$ cat src/logic/spr_pkg.sv
`default_nettype none
package spr_pkg;
  // Register indices; the bus byte address is four times the index
  localparam logic [15:0] IDX_CONTROL  = 16'h5000;
  localparam logic [15:0] IDX_SRESET   = 16'h5001;
  localparam logic [15:0] IDX_SAMPLING = 16'h5002;
  localparam logic [15:0] IDX_STATE    = 16'h5003;
  localparam logic [15:0] IDX_TRIGGER  = 16'h5004;
  localparam logic [15:0] IDX_IRQ_EN   = 16'h5006;
  localparam logic [15:0] IDX_IRQ_STAT = 16'h5008;
  localparam logic [15:0] IDX_IRQ_CLR  = 16'h5009;
  localparam logic [15:0] IDX_ENG_INFO = 16'h500A;
  localparam int          ADDR_W       = 18;

  // Field positions
  localparam int CTL_ENABLE   = 0;
  localparam int CTL_DOUBLE   = 1;
  localparam int CTL_FMT_LO   = 4;
  localparam int CTL_INDIV    = 6;
  localparam int SRST_BIT     = 7;
  localparam int SAMPLING_BIT = 7;
  localparam int IDLE_BIT     = 7;
  localparam int TRIG_BIT     = 0;
  localparam int DONE_BIT     = 1;

  localparam logic [7:0] CONTROL_RESET = 8'h02;
  localparam logic [7:0] STATE_RESET   = 8'h80;

  // Pixel formats of the shared colour format field
  localparam logic [1:0] FMT_RGB565   = 2'h0;
  localparam logic [1:0] FMT_ARGB1555 = 2'h1;
  localparam logic [1:0] FMT_ARGB4444 = 2'h2;
  localparam logic [1:0] FMT_RESERVED = 2'h3;

  // Length of settings fetch and of the render phase after it, in cycles
  localparam int FETCH_CYCLES  = 16;
  localparam int RENDER_CYCLES = 64;

  typedef enum logic [1:0] {
    SPR_IDLE,
    SPR_FETCH,
    SPR_RENDER
  } spr_state_t;
endpackage
`default_nettype wire

$ cat src/logic/spr_ctrl.sv
`timescale 1ns/10ps
`default_nettype none
// Function
// - Control bit 0 enables engine; triggers ignored while disabled
// - Clearing enable while busy takes effect only after return to idle
// - Control bit 6 picks shared or per-sprite colour format
// - Shared format: 00 RGB565, 01 ARGB1555, 10 ARGB4444, 11 reserved
// - Control bit 1 selects double buffering; resets to 1
// - Writing 1 to reset bit 7 soft-resets engine; 0 does nothing
// - Soft reset acts only while engine enable is 1
// - Soft reset clears engine operation, keeps control registers
// - Sampling flag bit 7 is 1 while settings fetched from SDRAM
// - Status bit 7 reads 0 busy from trigger to completion; resets idle
// - Writing 1 to trigger bit 0 starts operation; 0 does nothing
// - Completion sets sticky done bit; software clears by writing 1
module spr_ctrl #(
  parameter int FETCH_LEN  = spr_pkg::FETCH_CYCLES,
  parameter int RENDER_LEN = spr_pkg::RENDER_CYCLES
) (
  input  wire logic                       ref_clk,
  input  wire logic                       rst_n,
  input  wire logic [spr_pkg::ADDR_W-1:0] avs_address,
  input  wire logic                       avs_read,
  input  wire logic                       avs_write,
  input  wire logic [31:0]                avs_writedata,
  input  wire logic [3:0]                 avs_byteenable,
  output logic      [31:0]                avs_readdata,
  output logic                            avs_waitrequest,
  output logic                            irq,
  output logic                            engine_enabled,
  output logic                            engine_busy,
  output logic                            settings_sampling,
  output logic                            render_target,
  output logic      [1:0]                 pixel_format,
  output logic                            per_sprite_format
);
  logic [7:0] control;
  logic       enable_eff;
  logic       irq_en;
  logic       done_stat;
  logic       target;
  logic       rd_done;
  logic       seq_busy;
  logic       seq_sampling;
  logic       seq_done;
  logic       soft_rst;
  logic       start;
  logic       wr_ok;
  logic [15:0] idx;

  // Reserved control bits 7, 3 and 2 always read back as zero
  localparam logic [7:0] CTL_WR_MASK = 8'h73;

  // Byte address is four times the register index
  function automatic logic hit(input logic [spr_pkg::ADDR_W-1:0] a, input logic [15:0] i);
    return a == {i, 2'h0};
  endfunction

  // Writes complete in one cycle; reads get one wait cycle for a registered answer
  assign avs_waitrequest = avs_read && !rd_done;
  assign wr_ok           = avs_write && avs_byteenable[0];
  assign idx             = avs_address[spr_pkg::ADDR_W-1:2];

  assign start = wr_ok && hit(avs_address, spr_pkg::IDX_TRIGGER) &&
                 avs_writedata[spr_pkg::TRIG_BIT] && enable_eff && !seq_busy;
  assign soft_rst = wr_ok && hit(avs_address, spr_pkg::IDX_SRESET) &&
                    avs_writedata[spr_pkg::SRST_BIT] && control[spr_pkg::CTL_ENABLE];

  // soft reset touches only the sequencer's operation state and the render target
  spr_sequencer #(
    .FETCH_LEN  (FETCH_LEN),
    .RENDER_LEN (RENDER_LEN)
  ) u_seq (
    .ref_clk  (ref_clk),
    .rst_n    (rst_n),
    .soft_rst (soft_rst),
    .start    (start),
    .busy     (seq_busy),
    .sampling (seq_sampling),
    .done     (seq_done)
  );

  always_ff @(posedge ref_clk) begin
    if (!rst_n) begin
      control <= spr_pkg::CONTROL_RESET;
    end else if (wr_ok && hit(avs_address, spr_pkg::IDX_CONTROL)) begin
      control <= avs_writedata[7:0] & CTL_WR_MASK;
    end
  end

  // effective enable drops only once the engine is idle
  always_ff @(posedge ref_clk) begin
    if (!rst_n) begin
      enable_eff <= 1'b0;
    end else if (control[spr_pkg::CTL_ENABLE]) begin
      enable_eff <= 1'b1;
    end else if (!seq_busy) begin
      enable_eff <= 1'b0;
    end
  end

  // buffer alternation, restarts at buffer 0 on any reset
  always_ff @(posedge ref_clk) begin
    if (!rst_n || soft_rst) begin
      target <= 1'b0;
    end else if (seq_done) begin
      target <= control[spr_pkg::CTL_DOUBLE] ? ~target : 1'b0;
    end
  end

  always_ff @(posedge ref_clk) begin
    if (!rst_n) begin
      irq_en <= 1'b0;
    end else if (wr_ok && hit(avs_address, spr_pkg::IDX_IRQ_EN)) begin
      irq_en <= avs_writedata[spr_pkg::DONE_BIT];
    end
  end

  // sticky done; a set in the clearing cycle wins
  always_ff @(posedge ref_clk) begin
    if (!rst_n) begin
      done_stat <= 1'b0;
    end else if (seq_done) begin
      done_stat <= 1'b1;
    end else if (wr_ok && avs_writedata[spr_pkg::DONE_BIT] &&
                 (hit(avs_address, spr_pkg::IDX_IRQ_CLR) || hit(avs_address, spr_pkg::IDX_IRQ_STAT))) begin
      done_stat <= 1'b0;
    end
  end

  assign irq = irq_en && done_stat;

  // Registered read answer; unmapped reads return zero
  always_ff @(posedge ref_clk) begin
    if (!rst_n) begin
      rd_done      <= 1'b0;
      avs_readdata <= '0;
    end else begin
      rd_done <= avs_read && !rd_done;
      if (avs_read && !rd_done) begin
        avs_readdata <= '0;
        unique case (idx)
          spr_pkg::IDX_CONTROL:  avs_readdata[7:0] <= control;
          spr_pkg::IDX_SAMPLING: avs_readdata[spr_pkg::SAMPLING_BIT] <= seq_sampling;
          spr_pkg::IDX_STATE:    avs_readdata[spr_pkg::IDLE_BIT] <= !seq_busy;
          spr_pkg::IDX_IRQ_EN:   avs_readdata[spr_pkg::DONE_BIT] <= irq_en;
          spr_pkg::IDX_IRQ_STAT: avs_readdata[spr_pkg::DONE_BIT] <= done_stat;
          spr_pkg::IDX_ENG_INFO: avs_readdata[1:0] <= {target, enable_eff};
          default:               avs_readdata <= '0;
        endcase
      end
    end
  end

  assign engine_enabled    = enable_eff;
  assign engine_busy       = seq_busy;
  assign settings_sampling = seq_sampling;
  assign render_target     = target;
  // shared format forwarded only when individual formats are off
  assign per_sprite_format = control[spr_pkg::CTL_INDIV];
  assign pixel_format      = control[spr_pkg::CTL_INDIV] ? spr_pkg::FMT_RGB565
                           : control[spr_pkg::CTL_FMT_LO +: 2];
endmodule
`default_nettype wire

$ cat src/logic/spr_sequencer.sv
`timescale 1ns/10ps
`default_nettype none
// Stand-in for the rendering pipeline: settings fetch, then render
module spr_sequencer #(
  parameter int FETCH_LEN  = spr_pkg::FETCH_CYCLES,
  parameter int RENDER_LEN = spr_pkg::RENDER_CYCLES
) (
  input  wire logic ref_clk,
  input  wire logic rst_n,
  input  wire logic soft_rst,
  input  wire logic start,
  output logic      busy,
  output logic      sampling,
  output logic      done
);
  localparam int CW = 16;
  spr_pkg::spr_state_t state;
  logic [CW-1:0]       cnt;

  assign busy     = (state != spr_pkg::SPR_IDLE);
  assign sampling = (state == spr_pkg::SPR_FETCH);

  always_ff @(posedge ref_clk) begin
    if (!rst_n || soft_rst) begin
      state <= spr_pkg::SPR_IDLE;
      cnt   <= '0;
      done  <= 1'b0;
    end else begin
      done <= 1'b0;
      unique case (state)
        spr_pkg::SPR_IDLE: begin
          if (start) begin
            state <= spr_pkg::SPR_FETCH;
            cnt   <= CW'(FETCH_LEN - 1);
          end
        end
        spr_pkg::SPR_FETCH: begin
          if (cnt == '0) begin
            state <= spr_pkg::SPR_RENDER;
            cnt   <= CW'(RENDER_LEN - 1);
          end else begin
            cnt <= cnt - CW'(1);
          end
        end
        spr_pkg::SPR_RENDER: begin
          if (cnt == '0) begin
            state <= spr_pkg::SPR_IDLE;
            done  <= 1'b1;
          end else begin
            cnt <= cnt - CW'(1);
          end
        end
      endcase
    end
  end
endmodule
`default_nettype wire

$ cat config.mk
export PLATFORM = sky130hd
export DESIGN_NAME = spr_ctrl
export DESIGN_NICKNAME = d
export VERILOG_FILES = /design/src/logic/spr_pkg.sv /design/src/logic/spr_ctrl.sv /design/src/logic/spr_sequencer.sv
export SDC_FILE = /design/constraint.sdc
export NUM_CORES = 1
export LEC_CHECK = 0
export CORE_AREA = 2 2 81 83
export CTS_CLUSTER_DIAMETER = 30
export DETAILED_ROUTE_END_ITERATION = 7
export DIE_AREA = 0 0 83 85
export DONT_BUFFER_PORTS = 1
export GPL_ROUTABILITY_DRIVEN = 0
export HOLD_SLACK_MARGIN = 0.1
export PLACE_DENSITY = 0.53
export REMOVE_ABC_BUFFERS = 1
export SYNTH_ARGS = -nofsm -noshare
export SYNTH_HDL_FRONTEND = slang
export SYNTH_SLANG_ARGS = --single-unit
$ cat constraint.sdc
create_clock -name ref_clk -period 3.8 [get_ports ref_clk]
set_clock_uncertainty 0.2 [all_clocks]
set_input_delay 0.76 -clock ref_clk [delete_from_list [all_inputs] [get_ports ref_clk]]
set_output_delay 0.76 -clock ref_clk [all_outputs]
set_load 0.02 [all_outputs]
==> results by group <==
Status
  – Status: finished, final reports clean

STA
  – Worst slew pin tran: a little over 0.8 ns
  – RSZ-0062 raised after global routing: no
  – FMAX: 345 MHz
  – Final period utilization: 76.3%
  – Slew Limit Fails: 0
  – Final hold vios: 0
  – Worst setup margin: between 0.8 and 0.9 ns
  – Setup TNS Final: 0 ns
  – Setup violators final: 0
  – Max-slew headroom: 44.4%
  – Post-route minimum period: 2.90 ns

Setup path
  – CP max stage cell: or4b_2
  – R2R Path Start: u_seq.cnt[0]$_SDFFE_PP0P_
  – Critical-path maximum fanout: 5
  – Setup crit end kind: register
  – Critical Path RT: 3.79 ns
  – CP startpoint kind: register
  – Critical path class: reg -> reg
  – Crit path cell chain: inv_1, ha_1, or4b_2, or4_1, o21ai_0, o211ai_1, a221oi_1
  – Critical Path Source: u_seq.cnt[0]$_SDFFE_PP0P_
  – Slowest stage delay, CP: about 0.61 ns
  – Worst Path Arrival: between 2 and 3 ns

Power
  – Switching portion of total power: 44.6%
  – Power Dens Cells: ~620 mW/mm^2
  – Switch Pwr: roughly 630 uW
  – Logic pwr share: between 40% and 50%
  – Clk network pwr share: 19.2%
  – P_leak: between 0.0008 and 0.0009 uW
  – Peak supply drop: around 0.4 mV
  – Register share of total power: a little under a third
  – Tot Pwr: approximately 1400 uW
  – Cell Int Power: roughly 800 uW

Clocking
  – Post-CTS Hold Fix Bufs: 0
  – Root Driver: clkbuf_8
  – CTS Buf Count: 5
  – CTS tree: yes
  – CTS Sinks: 35
  – Worst-case clock buffer depth: 2
  – Post_cts resized: 0
  – Clk_lat worst skew: between 0.2 and 0.3 ns
  – Post-CTS Setup Inserts: 0
  – Clock transition at the registers of the reported paths: roughly 0.07 ns
  – Htree depth: 2

Worst hold path
  – Hold Startpoint: u_seq.cnt[12]$_SDFFE_PP0P_
  – HP Class: reg -> reg

Logic synthesis
  – Mapped Cells: roughly 270
  – Unique cell type count in the Yosys netlist: 49
  – Asr flop ratio synth: 0%
  – Post-synthesis sequential element count: 35
  – Yosys warns: 0
  – Top post-synthesis cells by area: dfxtp_1, buf_4, a21oi_1
  – Register area share after synthesis: between 30% and 40%
  – Post-synth EDFFs: 0
  – Ys flop type: dfxtp_1
  – Area of the mapped netlist: roughly 0.0022 sq mm
  – Synth top area share: roughly a third
  – Syn_area_per_cell: approximately 8 sq um
  – Area leader, netlist: dfxtp_1

Finish
  – Most frequent cells in the layout: dfxtp_1, conb_1, a21oi_1, nor3_1, nor2_1
  – NumNets Final: approximately 330
  – Layout area overhead: 3.05%
  – Final Non-Filler Cells: approximately 350
  – Commonest non-fill, non-tap cell in the layout: dfxtp_1
  – ANT cells: 0
  – Proportion of layout cells with a drive suffix above 1: 8.92%

Global routing
  – First-pass GRT wire length: around 8300 um
  – Initial antenna violation count: 0
  – Largest net degree at the start of global routing: 19
  – Global route overflow: 0
  – Vias in the first global route: around 1700
  – Gr usage total: between 10% and 20%

Floorplanning
  – Die Height: approximately 85 um
  – Starting density of the core: 35.7%
  – Die width: between 80 and 90 um
  – DIE AREA: between 0.007 and 0.008 sq mm
  – Rows: 29
  – Io pins: just under 100
  – Placeable Area: 0.00620 sq mm

Detailed routing
  – Residual DRC count: 0
  – Via count: about 1900
  – Drt first pass iters: 4
  – Routed Antenna Nets: 0
  – Final wirelength: roughly 5000 um
  – Vias per cell: about 5.5
  – Iter 0 DRT Violations: 63
  – WL/cell: around 14 um

Placed design
  – Placed insts: roughly 340
  – Detailed Place HPWL: 3580 um
  – Worst slack, placed: ~0.69 ns
  – IO Port Bufs: 0

Flow run
  – Max-Cap Viols: 0
through the flow:
stage / hold WS [ns] / area, sq um / util, %
4_1_cts: 0.287 / 2280 / 36.8
3_5_place_dp: 0.276 / 2190 / 35.4
2_1_floorplan: 0.252 / 2040 / -
6_report: 0.289 / 2280 / 36.8
5_1_grt: 0.321 / 2280 / 36.8
3_3_place_gp: 0.274 / 2190 / 35.4
power groups by stage:
stage	Sequential, uW	Combinational [uW]	Clock [uW]
2_1_floorplan	437	524	0
5_1_grt	446	792	303
6_report	440	703	272
3_3_place_gp	448	692	0
3_5_place_dp	448	702	0
4_1_cts	440	704	288
cell families after synthesis:
logic type	count (synthesis)	synth area share, %
AND/OR/NAND/NOR	106	29.1
AO/OA/AOI/OAI	63	18.6
buffers and inverters	54	14.0
flip-flops	35	31.6
multiplexers	8	3.61
adder cells (fa/ha/maj)	5	2.82
other	1	0.169
cells in the mapped netlist (all sizes together), types with 4 or more instances:
cell and number:
ha 5, nor2 13, a31oi 7, inv 11
o21ai 12, or3 6, nor4 10, o31ai 6
nor3 14, or4 10, and2 4, clkbuf 13
mux2i 8, buf 30, nand2 9, a21oi 17
nand3 8, dfxtp 35, nor2b 11
path summary, 6_finish.rpt:
check | to | slack [ns] | cells after the start
hold / removal | u_seq.cnt[12]$_SDFFE_PP0P_ | 0.29 | 2
hold reg to reg | u_seq.cnt[12]$_SDFFE_PP0P_ | 0.29 | 2
setup reg to reg | u_seq.cnt[3]$_SDFFE_PP0P_ | 0.90 | 7
setup / recovery | u_seq.cnt[3]$_SDFFE_PP0P_ | 0.90 | 7
state kept, by name, indices dropped and copies added, names as in the netlist:
name,count
u_seq.cnt,16
avs_readdata,6
control,5
u_seq.state,2
done_stat,1
engine_enabled,1
irq_en,1
rd_done,1
render_target,1
u_seq.done,1
critical path, delay by kind of cell, from the launching register on:
| family | cells | cell delay, ns |
|---|---|---|
| simple gates | 2 | 1.08 |
| compound gates | 3 | 0.93 |
| flops | 1 | 0.35 |
| fa+ha+maj | 1 | 0.17 |
| buf+inv | 1 | 0.09 |
cell type report:
cell class | count | area, sq um
clock buffer | 5 | 68.8
sequential | 35 | 701
inverter | 11 | 41.3
clock inverter | 3 | 20.0
multi-input combinational | 208 | 1300
timing repair buffer | 7 | 52.6
fill | 641 | 3920
tap | 77 | 96.3
routing by layer:
layer	track usage [%]	part of all wire, %
met4	4.17	1.0
met1	18.6	45
met3	3.89	7.5
met5	0	0
met2	23.0	46
Power figures use the tool's default switching activity.
